===== config.mk =====
export PLATFORM = sky130hd
export DESIGN_NAME = ahb_host_if
export DESIGN_NICKNAME = d
export VERILOG_FILES = /design/src/verilog/ahb_pkg.sv /design/src/verilog/ahb_host_if.sv
export SDC_FILE = /design/constraint.sdc
export NUM_CORES = 1
export LEC_CHECK = 0
export ABC_AREA = 1
export BUFFER_PORTS_ARGS = -buffer_cell sky130_fd_sc_hd__buf_2
export CAP_MARGIN = 10
export CELL_PAD_IN_SITES_DETAIL_PLACEMENT = 2
export CELL_PAD_IN_SITES_GLOBAL_PLACEMENT = 2
export CORE_ASPECT_RATIO = 0.75
export CORE_MARGIN = 3
export CORE_UTILIZATION = 30
export CTS_CLUSTER_DIAMETER = 30
export CTS_CLUSTER_SIZE = 40
export DETAILED_ROUTE_END_ITERATION = 12
export GPL_TIMING_DRIVEN = 0
export PLACE_DENSITY_LB_ADDON = 0.1
export SETUP_SLACK_MARGIN = 0.4
export SYNTH_ARGS = -nofsm -noshare
export SYNTH_HDL_FRONTEND = slang
export SYNTH_SLANG_ARGS = --single-unit

===== constraint.sdc =====
create_clock -name sys_clk_i -period 5.2 [get_ports sys_clk_i]
set_input_delay 0.78 -clock sys_clk_i [delete_from_list [all_inputs] [get_ports sys_clk_i]]
set_output_delay 0.78 -clock sys_clk_i [all_outputs]
set_load 0.05 [all_outputs]

===== src/verilog/ahb_pkg.sv =====
package ahb_pkg;
    // Command byte layout.
    localparam int CMD_SR_BIT      = 7;
    localparam int CMD_FIXED_BIT   = 5;
    localparam int CMD_SINGLE_BIT  = 6;
    localparam int CMD_OP_MSB      = 4;
    // Status byte layout.
    localparam int STS_BUSY_BIT    = 7;
    localparam int STS_EMPTY_BIT   = 6;
    localparam int STS_FULL_BIT    = 5;
    // Stack geometry.
    localparam int STACK_WORDS     = 8;
    localparam int STACK_WIDTH     = 16;
    localparam int BYTE_PTR_W      = 4;
    // Timing: reset hold and modelled execution time.
    localparam int RESET_MIN_CLKS  = 5;
    localparam int CLK_PERIOD_NS   = 8;
    localparam int EXEC_TIME_NS    = 64;
    localparam int EXEC_CYCLES     = (EXEC_TIME_NS + CLK_PERIOD_NS - 1) / CLK_PERIOD_NS;
    localparam int READ_WAIT_NS    = 16;
    localparam int READ_WAIT_CYCLES = (READ_WAIT_NS + CLK_PERIOD_NS - 1) / CLK_PERIOD_NS;
    localparam logic [7:0] STATUS_RESET = 8'h00;
    // Microsequencer state.
    typedef enum logic [1:0] {
        AHB_IDLE  = 2'b00,
        AHB_FETCH = 2'b01,
        AHB_EXEC  = 2'b10,
        AHB_DONE  = 2'b11
    } ahb_seq_t;
endpackage : ahb_pkg


===== src/verilog/ahb_host_if.sv =====
`timescale 1ns/1ns
// Notes on behaviour
// - Select high: write strobe enters command, read strobe returns status.
// - Select low with read strobe pops one stack byte onto the bus.
// - Select low with write strobe pushes the bus byte onto the stack.
// - Done output low at completion; raised by ack, any access, or reset.
// - Done flag set at completion, cleared on clock while ack is low.
// - Status reads allowed while busy; each access clears the done flag.
// - Service request rises at completion only when command bit is one.
// - Service request enable is command bit 7; low bits choose operation.
// - Service request cleared by low service acknowledge or reset.
// - A later command with service bit zero clears service request.
// - Bus bit 0 is least significant, bit 7 most; high means one.
// - Host pushes low byte first; device pops high byte first.
// - Strobes ignored unless chip select low.
// - Write begins on strobe fall; wait may dip low briefly.
// - Write wait pulse may be zero length.
// - Read lowers wait until data valid, holds data while strobe low.
// - Read clears done after strobe falls; write clears after strobe rises.
// - Operand stack is eight 16-bit words, last in first out.
// - Microsequenced execution with counter, return register, pipeline register.
// - Reset aborts work, clears busy status, resets pointer, keeps command.
module ahb_host_if
    import ahb_pkg::*;
#(
    parameter int EXEC_CLKS = EXEC_CYCLES
) (
    input  wire logic       sys_clk_i,
    input  wire logic       reset_i,
    input  wire logic       chip_sel_n_i,
    input  wire logic       rd_n_i,
    input  wire logic       wr_n_i,
    input  wire logic       cmd_sel_i,
    input  wire logic [7:0] host_data_bus_i,
    output logic      [7:0] host_data_bus_o,
    output logic            host_data_bus_oe_o,
    output logic            wait_n_o,
    output logic            done_n_o,
    output logic            done_n_oe_o,
    output logic            service_request_o,
    input  wire logic       done_ack_n_i,
    input  wire logic       service_ack_n_i
);
    import ahb_pkg::*;

    // ----------------------------------------------------------------
    // Input synchronisers
    // ----------------------------------------------------------------
    // Strobes are asynchronous to the clock; two stages each.
    // Data, select and both acknowledges take the same two stages, so a
    // byte and its select line up with the strobe edge that takes them.
    // The cost is three clocks of latency before any strobe is acted on.
    logic [2:0] sync1_r;
    logic [2:0] sync2_r;
    logic [2:0] sync3_r;
    logic       sack1_r, sack2_r, dack1_r, dack2_r;
    logic [7:0] data1_r, data2_r;
    logic       cd1_r, cd2_r;
    always_ff @(posedge sys_clk_i or posedge reset_i) begin
        if (reset_i) begin
            sync1_r <= 3'h7;
            sync2_r <= 3'h7;
            sync3_r <= 3'h7;
            sack1_r <= 1'b1;
            sack2_r <= 1'b1;
            dack1_r <= 1'b1;
            dack2_r <= 1'b1;
            data1_r <= 8'h00;
            data2_r <= 8'h00;
            cd1_r   <= 1'b0;
            cd2_r   <= 1'b0;
        end else begin
            sync1_r <= {chip_sel_n_i, rd_n_i, wr_n_i};
            sync2_r <= sync1_r;
            sync3_r <= sync2_r;
            sack1_r <= service_ack_n_i;
            sack2_r <= sack1_r;
            dack1_r <= done_ack_n_i;
            dack2_r <= dack1_r;
            data1_r <= host_data_bus_i;
            data2_r <= data1_r;
            cd1_r   <= cmd_sel_i;
            cd2_r   <= cd1_r;
        end
    end

    // ----------------------------------------------------------------
    // Strobe decode
    // ----------------------------------------------------------------
    // Both strobes low is undefined, so it is simply ignored.
    // A third stage on the strobes gives the edge detectors a settled
    // previous level. Only the second and third stages feed logic, which keeps a
    // metastable first stage away from every decision.
    wire cs_ok     = ~sync2_r[2];
    wire rd_lo     = ~sync2_r[1] & sync2_r[0];
    wire wr_lo     = ~sync2_r[0] & sync2_r[1];
    wire rd_fall   = cs_ok & rd_lo & sync3_r[1];
    wire wr_fall   = cs_ok & wr_lo & sync3_r[0];
    wire wr_rise   = cs_ok & sync2_r[0] & ~sync3_r[0];
    wire cmd_wr    = wr_fall & cd2_r;
    wire stat_rd   = rd_fall & cd2_r;
    wire pop_rd    = rd_fall & ~cd2_r;
    wire push_wr   = wr_fall & ~cd2_r;

    // ----------------------------------------------------------------
    // Operand stack, byte addressed inside 16-bit words
    // ----------------------------------------------------------------
    // The byte pointer counts bytes; word = ptr/2, half = ptr[0].
    logic [STACK_WIDTH-1:0] stack_mem [STACK_WORDS];
    logic [BYTE_PTR_W-1:0]  bptr_r;
    wire  [BYTE_PTR_W-1:0]  bptr_dec = bptr_r - 4'h1;
    wire  [2:0]             push_word = bptr_r[3:1];
    wire  [2:0]             pop_word  = bptr_dec[3:1];
    wire                    stk_empty = (bptr_r == 4'h0);
    wire                    stk_full  = (bptr_r == 4'hF);
    // A four-bit byte pointer cannot count sixteen bytes, so full is
    // flagged with one byte still free; a host that trusts it never overruns.
    // Pushes and pops are refused while a command runs, so the stack
    // logic needs the sequencer state declared here.
    ahb_seq_t               seq_r;
    wire                    busy      = (seq_r != AHB_IDLE);
    // Bytes go in low first, so the top byte out is the most significant.
    wire  [7:0] pop_byte = bptr_dec[0] ? stack_mem[pop_word][15:8]
                                       : stack_mem[pop_word][7:0];

    // Overflow wraps and loses old data, as any LIFO would.
    always_ff @(posedge sys_clk_i) begin
        if (push_wr & ~busy) begin
            if (bptr_r[0]) begin
                stack_mem[push_word][15:8] <= data2_r;
            end else begin
                stack_mem[push_word][7:0]  <= data2_r;
            end
        end
    end

    // ----------------------------------------------------------------
    // Microsequencer
    // ----------------------------------------------------------------
    // Counter is loaded from the command opcode; a return register and a
    // pipeline register model the sequenced execution without the maths.
    logic [7:0] cmd_r;
    logic [7:0] upc_r;
    logic [7:0] uret_r;
    logic [7:0] uir_r;
    logic [15:0] cnt_r;
    logic       pend_r;
    wire        complete = (seq_r == AHB_DONE);
    wire [15:0] exec_last = 16'(EXEC_CLKS - 1);

    // The command register keeps its value across reset.
    // A command written while another runs is refused rather than queued,
    // which keeps the microprogram counter load free of any hazard.
    always_ff @(posedge sys_clk_i) begin
        if (cmd_wr & ~busy) begin
            cmd_r <= data2_r;
        end
    end

    always_ff @(posedge sys_clk_i or posedge reset_i) begin
        if (reset_i) begin
            seq_r  <= AHB_IDLE;
            upc_r  <= 8'h00;
            uret_r <= 8'h00;
            uir_r  <= 8'h00;
            cnt_r  <= 16'h0000;
            pend_r <= 1'b0;
        end else begin
            unique case (seq_r)
                AHB_IDLE: begin
                    if (cmd_wr) begin
                        seq_r <= AHB_FETCH;
                    end
                end
                AHB_FETCH: begin
                    upc_r  <= {3'h0, cmd_r[CMD_OP_MSB:0]};
                    uret_r <= upc_r;
                    cnt_r  <= 16'h0000;
                    seq_r  <= AHB_EXEC;
                end
                AHB_EXEC: begin
                    uir_r <= upc_r;
                    upc_r <= upc_r + 8'h01;
                    cnt_r <= cnt_r + 16'h0001;
                    if (cnt_r >= exec_last) begin
                        upc_r <= uret_r;
                        seq_r <= AHB_DONE;
                    end
                end
                AHB_DONE: begin
                    seq_r <= AHB_IDLE;
                end
            endcase
            // A command written while busy holds wait low until done.
            // The held wait is the only sign the host gets that it was refused.
            pend_r <= (cmd_wr & busy) | (pend_r & ~complete);
        end
    end

    // ----------------------------------------------------------------
    // Byte pointer, status and completion flags
    // ----------------------------------------------------------------
    // The pointer moves one byte per accepted push or pop. Odd counts from
    // the host leave it mid-word, which the hardware cannot detect.
    always_ff @(posedge sys_clk_i or posedge reset_i) begin
        if (reset_i) begin
            bptr_r <= 4'h0;
        end else if (push_wr & ~busy) begin
            bptr_r <= bptr_r + 4'h1;
        end else if (pop_rd & ~busy) begin
            bptr_r <= bptr_dec;
        end
    end

    // Done flag: set wins over any clear in the same cycle. Continuous
    // polling near completion therefore cannot lose the event here.
    // The pin is open drain: its level copy and its enable are kept in two
    // flops so that both leave the block without any gate in the path.
    logic done_r;
    logic done_n_r;
    wire  done_clr = ~dack2_r | rd_fall | wr_rise;
    always_ff @(posedge sys_clk_i or posedge reset_i) begin
        if (reset_i) begin
            done_r   <= 1'b0;
            done_n_r <= 1'b1;
        end else if (complete) begin
            done_r   <= 1'b1;
            done_n_r <= 1'b0;
        end else if (done_clr) begin
            done_r   <= 1'b0;
            done_n_r <= 1'b1;
        end
    end

    // Holding acknowledge low makes the request unreliable by design.
    // Completion loads the request from the stored command bit, so a later
    // command with the bit clear drops it without any acknowledge.
    // Completion wins over an acknowledge that lands in the same clock.
    logic sreq_r;
    always_ff @(posedge sys_clk_i or posedge reset_i) begin
        if (reset_i) begin
            sreq_r <= 1'b0;
        end else if (complete) begin
            sreq_r <= cmd_r[CMD_SR_BIT];
        end else if (~sack2_r) begin
            sreq_r <= 1'b0;
        end
    end

    // Status bits are packed from the package positions; the low nibble
    // shows the byte pointer so software can check its own byte count.
    wire [7:0] status_byte = STATUS_RESET
                           | (8'(busy) << STS_BUSY_BIT)
                           | (8'(stk_empty) << STS_EMPTY_BIT)
                           | (8'(stk_full) << STS_FULL_BIT)
                           | {4'h0, bptr_r};

    // ----------------------------------------------------------------
    // Bus driver and wait handshake
    // ----------------------------------------------------------------
    // Read data is latched on the strobe fall and held while it stays low.
    // Wait stays low for a fixed count after the fall, and the bus enable
    // rises on the same edge as wait, so the host never samples stale data.
    logic [7:0] dout_r;
    logic       oe_r;
    logic       wait_r;
    logic [3:0] rwait_r;
    wire        rd_held = cs_ok & rd_lo;
    always_ff @(posedge sys_clk_i or posedge reset_i) begin
        if (reset_i) begin
            dout_r  <= 8'h00;
            oe_r    <= 1'b0;
            wait_r  <= 1'b1;
            rwait_r <= 4'h0;
        end else begin
            if (rd_fall) begin
                dout_r  <= cd2_r ? status_byte : pop_byte;
                wait_r  <= 1'b0;
                rwait_r <= 4'(READ_WAIT_CYCLES);
            end else if (rwait_r != 4'h0) begin
                rwait_r <= rwait_r - 4'h1;
                wait_r  <= (rwait_r == 4'h1) | ~rd_held;
            end else begin
                // Writes never lower wait unless a command written while busy is pending.
                wait_r <= ~(pend_r & wr_lo & cs_ok);
            end
            oe_r <= rd_held & (rwait_r <= 4'h1) & ~rd_fall;
        end
    end

    // Every output is a flop copy; none passes through logic on its way out.
    assign host_data_bus_o    = dout_r;
    assign host_data_bus_oe_o = oe_r;
    assign wait_n_o           = wait_r;
    assign done_n_o           = done_n_r;
    assign done_n_oe_o        = done_r;  // Open drain: pulls low when done.
    assign service_request_o  = sreq_r;
endmodule : ahb_host_if


==> flow_summary.yaml <==
power:
  combPwrFrac_pct: 42.9
  leakagePower_nw: 3.92
  pwr-share-clk_pct: 23.5
  p_total_mw: 5.64
  pwr-share-seq_pct: 33.5
  swShare_pct: 43.8
  ir_drop_uv: 238
  power_density_nw_per_um2: 593
  p_int_mw: 3.17
  p_switching_mw: 2.47
sta:
  clock_skew_ns: 0.0142
  fin_tns_setup_ns: 0
  fin_crit_ns: 3.04
  timing.fmax_mhz: 329
  hold_viol: 0
  relSlewSlack_pct: 20.4
  final.period_utilization_pct: 58.4
  rsz0062_at_grt: "no"
  drv_slew: 0
  setup_viol: 0
  tightestPinTransition_ns: 1.19
layout:
  num-fill-cells: 2910
  nNetsFinal: 875
  multiInputGateArea_um2: 2300
  seq_area_um2: 5640
  area_growth_pct: 14.3
  drive_gt1_share_pct: 13.7
  n_antenna_cell: 0
grt:
  grtUsageMet2_pct: 27.4
  grt_usage_pct: 17.7
  grt-busiest-layer: "met2"
  gr-total-overflow: 0
  met1_usage_pct: 25.6
  antenna_found_initial: 1
  grt_first_pass_wirelength_um: 39000
  grt_pass1_vias: 6554
  grt_util_met3_pct: 3.74
  grt_max_degree: 71
critical_path:
  r2r_end: "host_data_bus_o[1]"
  cp_max_fo: 10
  reg2reg_from: "bptr_r[0]"
  worstSetupStartpoint: "bptr_r[0]"
  cp_top_family: "buffers and inverters"
  rrSetupSlack_ns: 2.16
  path_cells: "inv_1, buf_1, ha_1, inv_1, buf_2, buf_2, nand2_1, nand2_1, nand2_1, nand3_1, nand3_1, nand3_1, nand2_1, nand2_1"
  cp_num_cells: 14
  start_kind: "register"
  max_stage_delay_ns: 0.46
  required_ns: 5.57
  slowest_stage: "buf_1"
  endpoint: "host_data_bus_o[1]"
  path_class: "register to register"
  ff2ff_path_depth: 14
  worst-path-buf-inv: 5
  end_kind: "register"
  arrival_ns: 3.41
  cpMostUsedCell: "nand2_1"
place:
  dpl.hpwl_um: 17600
  gp_congestion: 0.807
  port_buffers: 28
routing:
  first_iter_violations: 263
  wl_per_cell_um: 20.7
  vias: 5884
  first_pass_iters: 4
  routed_wl_um: 25100
  routed_via_density: 4.85
  drc: 0
  final_antenna_net_count: 0
clocking:
  clockRootBuffer: "clkbuf_16"
  clock-sinks: 199
  postCtsHoldBufs: 0
  post-cts-setup-buffer-count: 0
  cts.repair.resized: 0
  h-tree-depth: 4
  clkTransAtPathRegs_ns: 0.08
  cts_buffer_depth: 2
  clk_latency_ns: 0.43
  cts_buffers: 17
  cts_tree: "yes"
floorplanning:
  num_rows: 52
  pin_count: 29
  dieArea_um2: 29800
  die_x_um: 198
  die_y_um: 150
  core_um2: 27100
  start_util_pct: 30.7
synthesis:
  yosys-top-cells-count: "nand2_1, edfxtp_1, nand3_1"
  synthCells: 801
  synth_nets: 826
  ys_warn_count: 0
  synth_top_area_cell: "edfxtp_1"
  yosysMostFrequentCell: "nand2_1"
  synth-edff-count: 129
  synthTopCellsByArea: "edfxtp_1, dfrtp_1, nand2_1, dfstp_2, nand3_1"
  synth_area_per_cell_um2: 10.4
  ys.flop_type: "edfxtp_1"
  synthArstFlopShare_pct: 35.2
  ys_ff_latch: 199
  synth_top_cell_area_share_pct: 46.5
  syn_area_um2: 8320
  yosysUniqueCellTypes: 32
  synth_sequential_area_ratio_pct: 67.8
status:
  outcome: "finished clean"
flow_run:
  maxCapViolCount: 0
hold_path:
  hold_path_class: "register to register"
  min_delay_path_depth: 0
-- worst min path at each step --
stage,start,end,slack (ns)
6_report,data1_r[7],data2_r[7],0.35
3_5_place_dp,data1_r[3],data2_r[3],0.34
4_1_cts,data1_r[5],data2_r[5],0.36
2_1_floorplan,cd1_r,cd2_r,0.33
3_3_place_gp,data1_r[0],data2_r[0],0.33
5_1_grt,dack1_r,dack2_r,0.36
-- routing by layer --
layer	wire length (um)	vias up	share of wire, %
li1	-	2747	-
met1	12600	3048	50
met2	11300	73	45
met3	911	16	3.6
met4	277	0	1.1
met5	0	-	0
-- cells in the final DEF (no fill, tap or decap), types with 3 or more instances in the layout --
cell	Yosys	final
a21oi_1	19	19
buf_2	18	46
buf_4	8	10
clkbuf_1	4	6
clkbuf_16	0	17
clkinvlp_4	0	3
dfrtp_1	56	56
dfstp_2	14	14
edfxtp_1	129	129
ha_1	9	9
inv_1	54	53
inv_6	0	4
nand2_1	272	272
nand2_2	4	4
nand3_1	72	72
nand3_2	3	3
nand4_1	5	5
nor2_1	66	66
nor2_2	4	4
nor3_1	12	11
o21ai_0	27	27
o21ai_1	5	5
xor2_1	3	3
-- kinds of logic after synthesis --
kind of cell	Yosys count	share of synthesized area, %
DFF	199	67.8
adders and majority gates	9	1.35
and+or+nand+nor	441	21.9
AOI/OAI and AO/OA	58	3.73
xor gates and xnor gates	5	0.526
buffers and inverters	89	4.75
-- metrics by stage --
step	instances	hold slack [ns]	instance area, um^2	utilization [%]	setup WS, ns
final	1213	0.354	9510	35.1	2.16
after global placement	1180	0.332	8900	32.8	1.52
after floorplan	801	0.331	8320	-	2.67
after global routing	1213	0.360	9510	35.1	1.85
after detailed placement	1182	0.339	8940	32.9	2.18
after CTS	1213	0.358	9510	35.1	2.15
-- sequential cells by signal, indices dropped and copies added (netlist names), 2 cells and up --
name             cells
sync3_r              2
data2_r              8
bptr_r               4
stack_mem          128
rwait_r              4
cnt_r               16
sync1_r              3
host_data_bus_o      8
data1_r              8
sync2_r              3
seq_r                2
-- cell type report --
class,instances,area share (%)
Buffer,33,1.95
Clock buffer,19,4.55
Clock inverter,12,1.50
Inverter,56,2.24
Multi-Input combinational cell,513,24.2
Sequential cell,199,59.3
Tap cell,351,4.62
Timing Repair Buffer,30,1.63
-- power by group through the flow --
| stage | registers [mW] | clock network, mW | logic [mW] |
|---|---|---|---|
| 6_report | 1.89 | 1.33 | 2.42 |
| 5_1_grt | 1.91 | 1.43 | 2.75 |
| 4_1_cts | 1.90 | 1.38 | 2.47 |
| 3_5_place_dp | 1.93 | 0 | 2.45 |
| 3_3_place_gp | 1.92 | 0 | 2.38 |
| 2_1_floorplan | 2.04 | 0 | 1.44 |
Note: power is estimated with default switching activity, not from simulation.
